==> config.mk <==
export PLATFORM = sky130hd
export DESIGN_NAME = scic_top
export DESIGN_NICKNAME = d
export VERILOG_FILES = /design/src/verilog/scic_pkg.sv /design/src/verilog/scic_crc8.sv /design/src/verilog/scic_top.sv
export VERILOG_INCLUDE_DIRS = /design/src /design/src/verilog
export SDC_FILE = /design/constraint.sdc
export NUM_CORES = 1
export LEC_CHECK = 0
export ABC_AREA = 1
export BUFFER_PORTS_ARGS = -buffer_cell sky130_fd_sc_hd__buf_2
export CAP_MARGIN = 20
export CORE_MARGIN = 1
export CORE_UTILIZATION = 61
export CTS_CLUSTER_SIZE = 10
export DETAILED_ROUTE_END_ITERATION = 10
export PLACE_DENSITY = 0.8
export RECOVER_POWER = 100
export SYNTH_ARGS = -nofsm -noshare
export SYNTH_HDL_FRONTEND = slang
export SYNTH_HIERARCHICAL = 1
export SYNTH_SLANG_ARGS = --single-unit
==> constraint.sdc <==
create_clock -name i_sys_clk -period 10.1 [get_ports i_sys_clk]
set_input_delay 2.02 -clock i_sys_clk [delete_from_list [all_inputs] [get_ports i_sys_clk]]
set_output_delay 2.02 -clock i_sys_clk [all_outputs]
set_load 0.03 [all_outputs]
==> src/verilog/scic_map.svh <==
// Register offsets, field positions, reset values and timing counts
`ifndef SCIC_MAP_SVH
`define SCIC_MAP_SVH

`define SCIC_ADDR_CONTROL 7'h02
`define SCIC_ADDR_SOFT_RESET 7'h07
`define SCIC_ADDR_EVENT_STATUS 7'h20
`define SCIC_ADDR_EVENT_IRQ_BLOCK 7'h21
`define SCIC_ADDR_LINE_CONTROL 7'h22
`define SCIC_ADDR_TX_QUEUE 7'h23
`define SCIC_ADDR_RX_QUEUE 7'h24
`define SCIC_ADDR_QUEUE_THRESHOLDS 7'h25
`define SCIC_ADDR_TALK_LIMIT_TIMEOUT 7'h27

`define SCIC_CONTROL_RESET 16'h8042
`define SCIC_CONTROL_WMASK 16'hf05f
`define SCIC_IRQ_BLOCK_RESET 16'h0024
`define SCIC_IRQ_BLOCK_WMASK 16'h7fff
`define SCIC_LIVE_MASK 16'h60ff
`define SCIC_BAD_READ_VALUE 32'h80000000

`define SCIC_CTL_WDT_SEL_HI 15
`define SCIC_CTL_WDT_SEL_LO 13
`define SCIC_CTL_WATCHDOG_ON 12
`define SCIC_CTL_REF_POWERDOWN 6
`define SCIC_CTL_CRC_ON 4
`define SCIC_CTL_IRQ_ACTIVE_SENSE 3
`define SCIC_CTL_IRQ_LEVEL 2
`define SCIC_CTL_OUT_FLOAT_ON_WRITE 1
`define SCIC_CTL_OUT_CLEAR_PER_FRAME 0

`define SCIC_ST_RESET_SEEN 15
`define SCIC_ST_WATCHDOG 9
`define SCIC_ST_CRC_ERROR 8
`define SCIC_SOFT_RESET_BIT 0

`define SCIC_CRC_POLY 8'h07
`define SCIC_CRC_INIT 8'h00

`define SCIC_CLK_PERIOD_NS 20
`define SCIC_MS_NS 1000000
`define SCIC_MS_CYC (`SCIC_MS_NS / `SCIC_CLK_PERIOD_NS)
`define SCIC_IRQ_PULSE_NS 1000
`define SCIC_IRQ_PULSE_CYC ((`SCIC_IRQ_PULSE_NS + `SCIC_CLK_PERIOD_NS - 1) / `SCIC_CLK_PERIOD_NS)

`endif

==> src/verilog/scic_pkg.sv <==
// Types shared by the serial port control logic
`default_nettype none
package scic_pkg;
    typedef logic [15:0] scic_word_t;
    typedef logic [6:0] scic_addr_t;
    typedef logic [12:0] scic_ms_t;
    typedef enum logic {SCIC_IRQ_EDGE, SCIC_IRQ_LEVEL} scic_irq_mode_t;
endpackage
`default_nettype wire

==> src/verilog/scic_crc8.sv <==
// Eight-bit frame check over a 24-bit frame body, most significant bit first
`default_nettype none
`include "scic_map.svh"
module scic_crc8 (
    // Frame body
    input wire logic [23:0] i_body,
    // Check byte
    output logic [7:0] o_crc
);
    always_comb begin
        logic [7:0] acc;
        acc = `SCIC_CRC_INIT;
        for (int i = 23; i >= 0; i--) begin
            if (acc[7] ^ i_body[i]) begin
                acc = {acc[6:0], 1'b0} ^ `SCIC_CRC_POLY;
            end else begin
                acc = {acc[6:0], 1'b0};
            end
        end
        o_crc = acc;
    end
endmodule
`default_nettype wire

==> src/verilog/scic_top.sv <==
// Serial port frame check, register map, watchdog and interrupt pin logic
//
// Contract
// - With check on, last eight frame bits are a CRC, poly x^8+x^2+x+1.
// - A write frame with a wrong check byte writes no register; it only sets the check-error status bit.
// - Bad-check reads return 0x80000000 and never pop the receive queue.
// - Control bit 2 picks pulse (0, default) or held level interrupt.
// - Control bit 3 sets interrupt pin polarity, reset zero.
// - Per-event block bit, bits 14-0 only (bit 15 not writable): one keeps event off the pin, status still records.
// - Level mode latches the pin until the status register is read.
// - Edge mode starts or restarts one pulse on any new unblocked event.
// - Control register resets to 0x8042.
// - Bits 15-13 pick watchdog period 50 ms to 5 s; bit 12 enables.
// - Frame check active only while control bit 4 is set.
// - Control bit 1 set floats the serial output during write frames.
// - Control bit 0 set clears serial output contents at frame start.
// - Interrupt pin governed by control fields and the block register.
// - Frame is read flag, 7-bit address, 16 data bits, then check byte.
// - Event bits sticky, cleared by writing one; live bits track conditions.
`default_nettype none
`include "scic_map.svh"
module scic_top
    import scic_pkg::*;
#(
    parameter int MS_CYC = `SCIC_MS_CYC,
    parameter int IRQ_PULSE_CYC = `SCIC_IRQ_PULSE_CYC
) (
    // Clock and reset
    input wire logic i_sys_clk,
    input wire logic i_reset_n,
    // Serial port pins
    input wire logic i_spi_clk,
    input wire logic i_spi_cs_n,
    input wire logic i_spi_sdi,
    output logic o_spi_sdo,
    output logic o_spi_sdo_oe,
    // Interrupt pin
    output logic o_irq,
    // Modem events and live conditions
    input wire logic [15:0] i_event_pulse,
    input wire logic [15:0] i_live_state,
    // Queue datapath
    input wire logic [15:0] i_rx_data,
    output logic o_rx_pop,
    output logic o_tx_push,
    output logic [15:0] o_tx_data,
    output logic o_queue_flush,
    // Modem configuration
    output logic o_ref_powerdown,
    output logic [15:0] o_line_control,
    output logic [15:0] o_queue_thresholds,
    output logic [15:0] o_talk_limit_timeout
);
    logic rst_s1, rst_n;
    logic [2:0] sclk_s, cs_s;
    logic [1:0] sdi_s;
    logic [31:0] in_shift, out_shift, resp_reg;
    logic [4:0] bit_cnt;
    logic frame_is_write;
    scic_word_t ctrl_reg, block_reg, sticky_reg, status_prev_reg;
    logic soft_rst;
    logic irq_latch, irq_active;
    logic [7:0] pulse_cnt;
    logic [31:0] ms_div;
    scic_ms_t wdt_ms;
    logic wdt_hit;

    // Reset release through two flip-flops
    always_ff @(posedge i_sys_clk or negedge i_reset_n) begin
        if (!i_reset_n) begin
            rst_s1 <= 1'b0;
            rst_n <= 1'b0;
        end else begin
            rst_s1 <= 1'b1;
            rst_n <= rst_s1;
        end
    end

    // Pin synchronisers; third stage only for edge detection
    always_ff @(posedge i_sys_clk or negedge rst_n) begin
        if (!rst_n) begin
            sclk_s <= 3'h0;
            cs_s <= 3'h7;
            sdi_s <= 2'h0;
        end else begin
            sclk_s <= {sclk_s[1:0], i_spi_clk};
            cs_s <= {cs_s[1:0], i_spi_cs_n};
            sdi_s <= {sdi_s[0], i_spi_sdi};
        end
    end

    logic sclk_rise, sclk_fall, cs_fall, cs_rise, cs_low;
    assign sclk_rise = sclk_s[1] && !sclk_s[2];
    assign sclk_fall = !sclk_s[1] && sclk_s[2];
    assign cs_fall = !cs_s[1] && cs_s[2];
    assign cs_rise = cs_s[1] && !cs_s[2];
    assign cs_low = !cs_s[1];

    // Frame decode; the last 24 or 32 bits are the frame
    logic crc_on, crc_ok, rw, frame_end;
    logic [23:0] body;
    logic [7:0] rx_crc, body_crc, resp_crc;
    scic_addr_t addr;
    scic_word_t wdata, rdata, status_now;
    assign crc_on = ctrl_reg[`SCIC_CTL_CRC_ON];
    assign body = crc_on ? in_shift[31:8] : in_shift[23:0];
    assign rx_crc = in_shift[7:0];
    assign rw = body[23];
    assign addr = body[22:16];
    assign wdata = body[15:0];
    assign frame_end = cs_rise;
    assign crc_ok = !crc_on || (body_crc == rx_crc);

    scic_crc8 u_check (
        .i_body(body),
        .o_crc(body_crc)
    );
    scic_crc8 u_answer (
        .i_body({body[23:16], rdata}),
        .o_crc(resp_crc)
    );

    logic wr_ok, rd_ok;
    assign wr_ok = frame_end && !rw && crc_ok;
    assign rd_ok = frame_end && rw && crc_ok;
    assign soft_rst = wr_ok && addr == `SCIC_ADDR_SOFT_RESET && wdata[`SCIC_SOFT_RESET_BIT];

    function automatic logic hit(input scic_addr_t a, input scic_addr_t target);
        hit = (a == target);
    endfunction

    // live bits track conditions, others are sticky
    assign status_now = (sticky_reg & ~`SCIC_LIVE_MASK) | (i_live_state & `SCIC_LIVE_MASK);

    always_comb begin
        if (hit(addr, `SCIC_ADDR_CONTROL)) begin
            rdata = ctrl_reg;
        end else if (hit(addr, `SCIC_ADDR_EVENT_STATUS)) begin
            rdata = status_now;
        end else if (hit(addr, `SCIC_ADDR_EVENT_IRQ_BLOCK)) begin
            rdata = block_reg;
        end else if (hit(addr, `SCIC_ADDR_LINE_CONTROL)) begin
            rdata = o_line_control;
        end else if (hit(addr, `SCIC_ADDR_RX_QUEUE)) begin
            rdata = i_rx_data;
        end else if (hit(addr, `SCIC_ADDR_QUEUE_THRESHOLDS)) begin
            rdata = o_queue_thresholds;
        end else if (hit(addr, `SCIC_ADDR_TALK_LIMIT_TIMEOUT)) begin
            rdata = o_talk_limit_timeout;
        end else begin
            rdata = 16'h0000;
        end
    end

    // Input shift on falling serial clock, frame kind from first bit
    always_ff @(posedge i_sys_clk or negedge rst_n) begin
        if (!rst_n) begin
            in_shift <= 32'h0;
            bit_cnt <= 5'h0;
            frame_is_write <= 1'b0;
        end else if (cs_fall) begin
            bit_cnt <= 5'h0;
            frame_is_write <= 1'b0;
        end else if (cs_low && sclk_fall) begin
            in_shift <= {in_shift[30:0], sdi_s[1]};
            if (bit_cnt == 5'h0) begin
                frame_is_write <= !sdi_s[1];
            end
            if (bit_cnt != 5'h1f) begin
                bit_cnt <= bit_cnt + 5'h1;
            end
        end
    end

    // Answer for the next frame
    always_ff @(posedge i_sys_clk or negedge rst_n) begin
        if (!rst_n) begin
            resp_reg <= 32'h0;
        end else if (frame_end) begin
            if (rw && !crc_ok) begin
                resp_reg <= `SCIC_BAD_READ_VALUE;
            end else if (rw) begin
                resp_reg <= crc_on ? {body[23:16], rdata, resp_crc} : {body[23:16], rdata, 8'h00};
            end else begin
                resp_reg <= crc_on ? in_shift : {body, 8'h00};
            end
        end
    end

    // Output shift, launched on rising serial clock
    always_ff @(posedge i_sys_clk or negedge rst_n) begin
        if (!rst_n) begin
            out_shift <= 32'h0;
            o_spi_sdo <= 1'b0;
        end else if (cs_fall) begin
            out_shift <= ctrl_reg[`SCIC_CTL_OUT_CLEAR_PER_FRAME] ? 32'h0 : resp_reg;
        end else if (cs_low && sclk_rise) begin
            o_spi_sdo <= out_shift[31];
            out_shift <= {out_shift[30:0], 1'b0};
        end
    end

    always_ff @(posedge i_sys_clk or negedge rst_n) begin
        if (!rst_n) begin
            o_spi_sdo_oe <= 1'b0;
        end else begin
            o_spi_sdo_oe <= cs_low && !(ctrl_reg[`SCIC_CTL_OUT_FLOAT_ON_WRITE] &&
                                        bit_cnt != 5'h0 && frame_is_write);
        end
    end

    // Control and plain registers; writes only with good check
    always_ff @(posedge i_sys_clk or negedge rst_n) begin
        if (!rst_n) begin
            ctrl_reg <= `SCIC_CONTROL_RESET;
            block_reg <= `SCIC_IRQ_BLOCK_RESET;
            o_line_control <= 16'h0;
            o_queue_thresholds <= 16'h0;
            o_talk_limit_timeout <= 16'h0;
        end else if (soft_rst) begin
            ctrl_reg <= `SCIC_CONTROL_RESET;
            block_reg <= `SCIC_IRQ_BLOCK_RESET;
            o_line_control <= 16'h0;
            o_queue_thresholds <= 16'h0;
            o_talk_limit_timeout <= 16'h0;
        end else if (wr_ok) begin
            if (hit(addr, `SCIC_ADDR_CONTROL)) begin
                ctrl_reg <= wdata & `SCIC_CONTROL_WMASK;
            end else if (hit(addr, `SCIC_ADDR_EVENT_IRQ_BLOCK)) begin
                block_reg <= wdata & `SCIC_IRQ_BLOCK_WMASK;
            end else if (hit(addr, `SCIC_ADDR_LINE_CONTROL)) begin
                o_line_control <= wdata;
            end else if (hit(addr, `SCIC_ADDR_QUEUE_THRESHOLDS)) begin
                o_queue_thresholds <= wdata;
            end else if (hit(addr, `SCIC_ADDR_TALK_LIMIT_TIMEOUT)) begin
                o_talk_limit_timeout <= wdata;
            end
        end
    end

    always_ff @(posedge i_sys_clk or negedge rst_n) begin
        if (!rst_n) begin
            o_ref_powerdown <= 1'b1;
        end else begin
            o_ref_powerdown <= ctrl_reg[`SCIC_CTL_REF_POWERDOWN];
        end
    end

    // Queue strobes; no pop on a bad read
    always_ff @(posedge i_sys_clk or negedge rst_n) begin
        if (!rst_n) begin
            o_rx_pop <= 1'b0;
            o_tx_push <= 1'b0;
            o_tx_data <= 16'h0;
            o_queue_flush <= 1'b0;
        end else begin
            o_rx_pop <= rd_ok && hit(addr, `SCIC_ADDR_RX_QUEUE);
            o_tx_push <= wr_ok && hit(addr, `SCIC_ADDR_TX_QUEUE);
            o_queue_flush <= soft_rst;
            if (wr_ok && hit(addr, `SCIC_ADDR_TX_QUEUE)) begin
                o_tx_data <= wdata;
            end
        end
    end

    function automatic scic_ms_t wdt_limit(input logic [2:0] sel);
        case (sel)
            3'h0: wdt_limit = 13'd50;
            3'h1: wdt_limit = 13'd100;
            3'h2: wdt_limit = 13'd500;
            3'h3: wdt_limit = 13'd1000;
            3'h4: wdt_limit = 13'd2000;
            3'h5: wdt_limit = 13'd3000;
            3'h6: wdt_limit = 13'd4000;
            default: wdt_limit = 13'd5000;
        endcase
    endfunction

    // watchdog, restarted by every good frame
    logic wdt_on, ms_tick;
    assign wdt_on = ctrl_reg[`SCIC_CTL_WATCHDOG_ON];
    assign ms_tick = (ms_div == 32'(MS_CYC - 1));
    assign wdt_hit = wdt_on && ms_tick &&
                     (wdt_ms + 13'h1 >= wdt_limit(ctrl_reg[`SCIC_CTL_WDT_SEL_HI:`SCIC_CTL_WDT_SEL_LO]));
    always_ff @(posedge i_sys_clk or negedge rst_n) begin
        if (!rst_n) begin
            ms_div <= 32'h0;
            wdt_ms <= 13'h0;
        end else if (!wdt_on || (frame_end && crc_ok)) begin
            ms_div <= 32'h0;
            wdt_ms <= 13'h0;
        end else if (ms_tick) begin
            ms_div <= 32'h0;
            wdt_ms <= wdt_hit ? 13'h0 : wdt_ms + 13'h1;
        end else begin
            ms_div <= ms_div + 32'h1;
        end
    end

    // sticky status, set wins over write-one-to-clear
    scic_word_t set_bits, clr_bits;
    always_comb begin
        set_bits = i_event_pulse;
        set_bits[`SCIC_ST_WATCHDOG] = i_event_pulse[`SCIC_ST_WATCHDOG] | wdt_hit;
        set_bits[`SCIC_ST_CRC_ERROR] = i_event_pulse[`SCIC_ST_CRC_ERROR] | (frame_end && !crc_ok);
        set_bits[`SCIC_ST_RESET_SEEN] = i_event_pulse[`SCIC_ST_RESET_SEEN] | soft_rst;
        clr_bits = (wr_ok && hit(addr, `SCIC_ADDR_EVENT_STATUS)) ? wdata : 16'h0;
    end
    always_ff @(posedge i_sys_clk or negedge rst_n) begin
        if (!rst_n) begin
            sticky_reg <= 16'h0;
        end else begin
            sticky_reg <= ((sticky_reg & ~clr_bits) | set_bits) & ~`SCIC_LIVE_MASK;
        end
    end

    // new events gated by block bits
    scic_word_t new_evt;
    logic irq_evt, stat_rd;
    assign new_evt = status_now & ~status_prev_reg;
    assign irq_evt = |(new_evt & ~block_reg);
    assign stat_rd = rd_ok && hit(addr, `SCIC_ADDR_EVENT_STATUS);
    always_ff @(posedge i_sys_clk or negedge rst_n) begin
        if (!rst_n) begin
            status_prev_reg <= 16'h0;
        end else begin
            status_prev_reg <= status_now;
        end
    end

    // level latch, new event wins over the read
    always_ff @(posedge i_sys_clk or negedge rst_n) begin
        if (!rst_n) begin
            irq_latch <= 1'b0;
        end else if (soft_rst) begin
            irq_latch <= 1'b0;
        end else if (irq_evt) begin
            irq_latch <= 1'b1;
        end else if (stat_rd) begin
            irq_latch <= 1'b0;
        end
    end

    always_ff @(posedge i_sys_clk or negedge rst_n) begin
        if (!rst_n) begin
            pulse_cnt <= 8'h0;
        end else if (irq_evt) begin
            pulse_cnt <= 8'(IRQ_PULSE_CYC);
        end else if (pulse_cnt != 8'h0) begin
            pulse_cnt <= pulse_cnt - 8'h1;
        end
    end

    // mode and polarity select the pin
    scic_irq_mode_t irq_mode;
    assign irq_mode = ctrl_reg[`SCIC_CTL_IRQ_LEVEL] ? SCIC_IRQ_LEVEL : SCIC_IRQ_EDGE;
    assign irq_active = (irq_mode == SCIC_IRQ_LEVEL) ? irq_latch : (pulse_cnt != 8'h0);
    always_ff @(posedge i_sys_clk or negedge rst_n) begin
        if (!rst_n) begin
            o_irq <= 1'b0;
        end else begin
            o_irq <= irq_active ^ ctrl_reg[`SCIC_CTL_IRQ_ACTIVE_SENSE];
        end
    end
endmodule
`default_nettype wire

==> reports/qor.csv <==
stage,metric,value,unit
power_and_ir_drop,PwrDens,330,nW/um2
layout,most frequent cells in the layout,"nand2_1, inv_1, dfrtp_1",
worst_setup_path,"Slowest-stage cell, CP",clkbuf_1,
floorplanning,Core ar.,26900,um2
clock_network,TritonCTS clock tree,yes,
worst_setup_path,most frequent CP cell,nand2_1,
power_and_ir_drop,Pwr Total,6.01,mW
layout,area grow syn2layout,9.33,%
timing,Slew Limit Headroom,-166,%
logic_synthesis,post-synth top area cell,dfrtp_1,
grt,vias in the first global route,14600,
drt,drt drc,1,
clock_network,CTS buffer count,35,
placed_design,port bufs,107,
worst_setup_path,CP Data Required Time,10.43,ns
worst_setup_path,Critical Path AT,7.87,ns
clock_network,TritonCTS Sinks,284,
timing,Final Max Slew Viols,441,
clock_network,Max Root-Sink Buffers,3,
logic_synthesis,Post-synth EDFFs,0,
timing,final setup fails,0,
timing,fin crit share,74.7,%
logic_synthesis,synthesis-stage register bit count,284,
timing,unrepaired setup endpoints after global routing,false,
drt,number of vias per cell,5.67,
power_and_ir_drop,VDD IR max,0.210,mV
timing,Fin. Hold Viols,0,
logic_synthesis,synth top area cells,"dfrtp_1, nand2_1, inv_1",
layout,diodes inserted,0,
clock_network,H-tree Lvls,2,
worst_hold_path,HP Class,register to register,
grt,initial antenna violation count,1,
placed_design,post-detail-place hpwl,33300,um
grt,grt ovf,0,
logic_synthesis,Synth Warn #,6,
floorplanning,Ports,124,
placed_design,"Cell Area, Placed",17400,um2
outcome,outcome,"finished, violations left",
logic_synthesis,sequential fraction of the synthesis area,42.7,%
timing,Setup Skew,0.0133,ns
timing,worst-margin pin slew,3.99,ns
grt,largest net degree at the start of global routing,77,
floorplanning,Site Rows,60,
worst_setup_path,Worst Path Max Fanout,50,
run,maxcap violations,7,
logic_synthesis,Yosys cell types,53,
clock_network,"CTS clk-pin slew, worst paths",0.06,ns
logic_synthesis,synthesized cell area,16700,um2
clock_network,Clock Tree Root,clkbuf_16,
placed_design,GP Congestion,1.00,
logic_synthesis,Mapped Avg Cell Area,7.37,um2
logic_synthesis,main flop type after synthesis,dfrtp_1,
worst_setup_path,Slowest Stage Delay on Critical Path,1.52,ns
drt,via count,15400,
drt,Routed WL per cell,17.0,um
layout,"most common cell after layout, fill and taps aside",nand2_1,
logic_synthesis,Mapped Nets,2333,
floorplanning,Die X,167,um
floorplanning,full die area,28000,um2
grt,total track usage,33.5,%
grt,first-pass GRT wire length,74500,um
clock_network,post-CTS setup buffers,0,
logic_synthesis,post-synthesis cell count,2262,
timing,Fin Setup TNS,0,ns
power_and_ir_drop,Leak,8.91,nW
timing,minimum clock period,7.54,ns
layout,Final nets,2423,
drt,drt pass-1 iters,8,
logic_synthesis,Synth async-reset ratio,100,%
clock_network,worst skew pair latency,0.51,ns
layout,final instance area,18200,um2
outcome,failing checks,"DRC, capacitance limit, slew limit",
layout,share of layout cells above drive strength 1,8.98,%
clock_network,post_cts resized,0,
drt,Final ANT Viol Nets,0,
layout,Final Util,67.8,%
clock_network,hold-fix buffers at CTS,0,
floorplanning,die height,167,um
worst_setup_path,nature of the critical path endpoint,register,
drt,Post-Route WL,46000,um
worst_setup_path,crit start category,register,
worst_setup_path,Crit Path Category,register to register,
logic_synthesis,Synth top area share,41.3,%
timing,fmax,133,MHz
floorplanning,starting density of the core,62.0,%
drt,initial drt markers,1680,
-- power by group --
group	internal [mW]	switching (mW)
combinational	1.15	2.31
clock	0.695	0.465
sequential	1.29	0.103
-- layer usage --
metal,global-route usage [%],share of wire [%]
met3,4.99,7.2
met1,43.8,41
met4,16.0,4.7
met5,0,0
met2,55.1,47
-- critical path, delay by kind of cell (launching register included) --
kind / cells / cell delay (ns)
and+or+nand+nor: 20 / 2.90
buffers and inverters: 7 / 3.57
DFF: 1 / 0.32
AOI/OAI and AO/OA: 3 / 0.52
-- cells in the mapped netlist (9+ instances only) --
cell and instances:
ha_1 18, nand2_2 53, o21ai_1 44, dfrtp_1 275, nand3_2 10, nand2_1 665, buf_2 11, a21oi_1 42
inv_1 290, nand3_1 174, o22ai_1 33, nand2_4 16, dfstp_2 9, nor3_1 35, or2_2 9, buf_6 12
clkbuf_1 38, inv_2 24, nor2_1 162, nand4_1 29, xor2_1 44, nor4_1 12, xnor2_1 23, o21ai_0 158
-- kinds of logic (layout without fill, tap and decap cells) --
| kind of cell | after synthesis | count (layout) | share of synthesized area, % |
|---|---|---|---|
| AOI/OAI and AO/OA | 295 | 295 | 9.54 |
| and+or+nand+nor | 1200 | 1200 | 32.6 |
| muxes | 8 | 8 | 0.518 |
| adders and majority gates | 18 | 18 | 1.35 |
| DFF | 284 | 284 | 42.7 |
| buffers and inverters | 387 | 496 | 9.53 |
| xor gates and xnor gates | 69 | 69 | 3.72 |
| other | 1 | 1 | 0.0225 |
-- cell type report --
class,count,area [um2]
repair buffers,124,536
clock buffers,55,1030
fillers,2328,8660
clock inverters,1,5.00
flip-flops and latches,284,7120
well taps,341,427
multi-input cells,1591,7910
inverters,316,1190
-- through the flow --
stage          hold WS (ns)  std cells  setup WS [ns]
2_1_floorplan         0.331       2262           1.61
3_3_place_gp          0.335       2655           4.71
3_5_place_dp          0.335       2655           4.66
4_1_cts               0.347       2711           4.63
5_1_grt               0.353       2712           2.04
6_report              0.346       2712           2.56
-- path summary, 6_finish.rpt --
kind / start / endpoint / slack (ns) / cells past startpoint
max in group asynchronous: rst_n$_DFF_PN0_ / out_shift[12]$_DFFE_PN0P_ / 4.17 / 2
min in group asynchronous: rst_n$_DFF_PN0_ / ms_div[18]$_DFF_PN0_ / 1.08 / 0
setup / recovery: ctrl_reg[4]$_DFFE_PN0P_ / resp_reg[2]$_DFFE_PN0P_ / 2.56 / 30
hold reg to reg: sclk_s[0]$_DFF_PN0_ / sclk_s[1]$_DFF_PN0_ / 0.35 / 0
hold / removal: sclk_s[0]$_DFF_PN0_ / sclk_s[1]$_DFF_PN0_ / 0.35 / 0
setup reg to reg: ctrl_reg[4]$_DFFE_PN0P_ / resp_reg[2]$_DFFE_PN0P_ / 2.56 / 30
(Power assumes the default switching activity.)
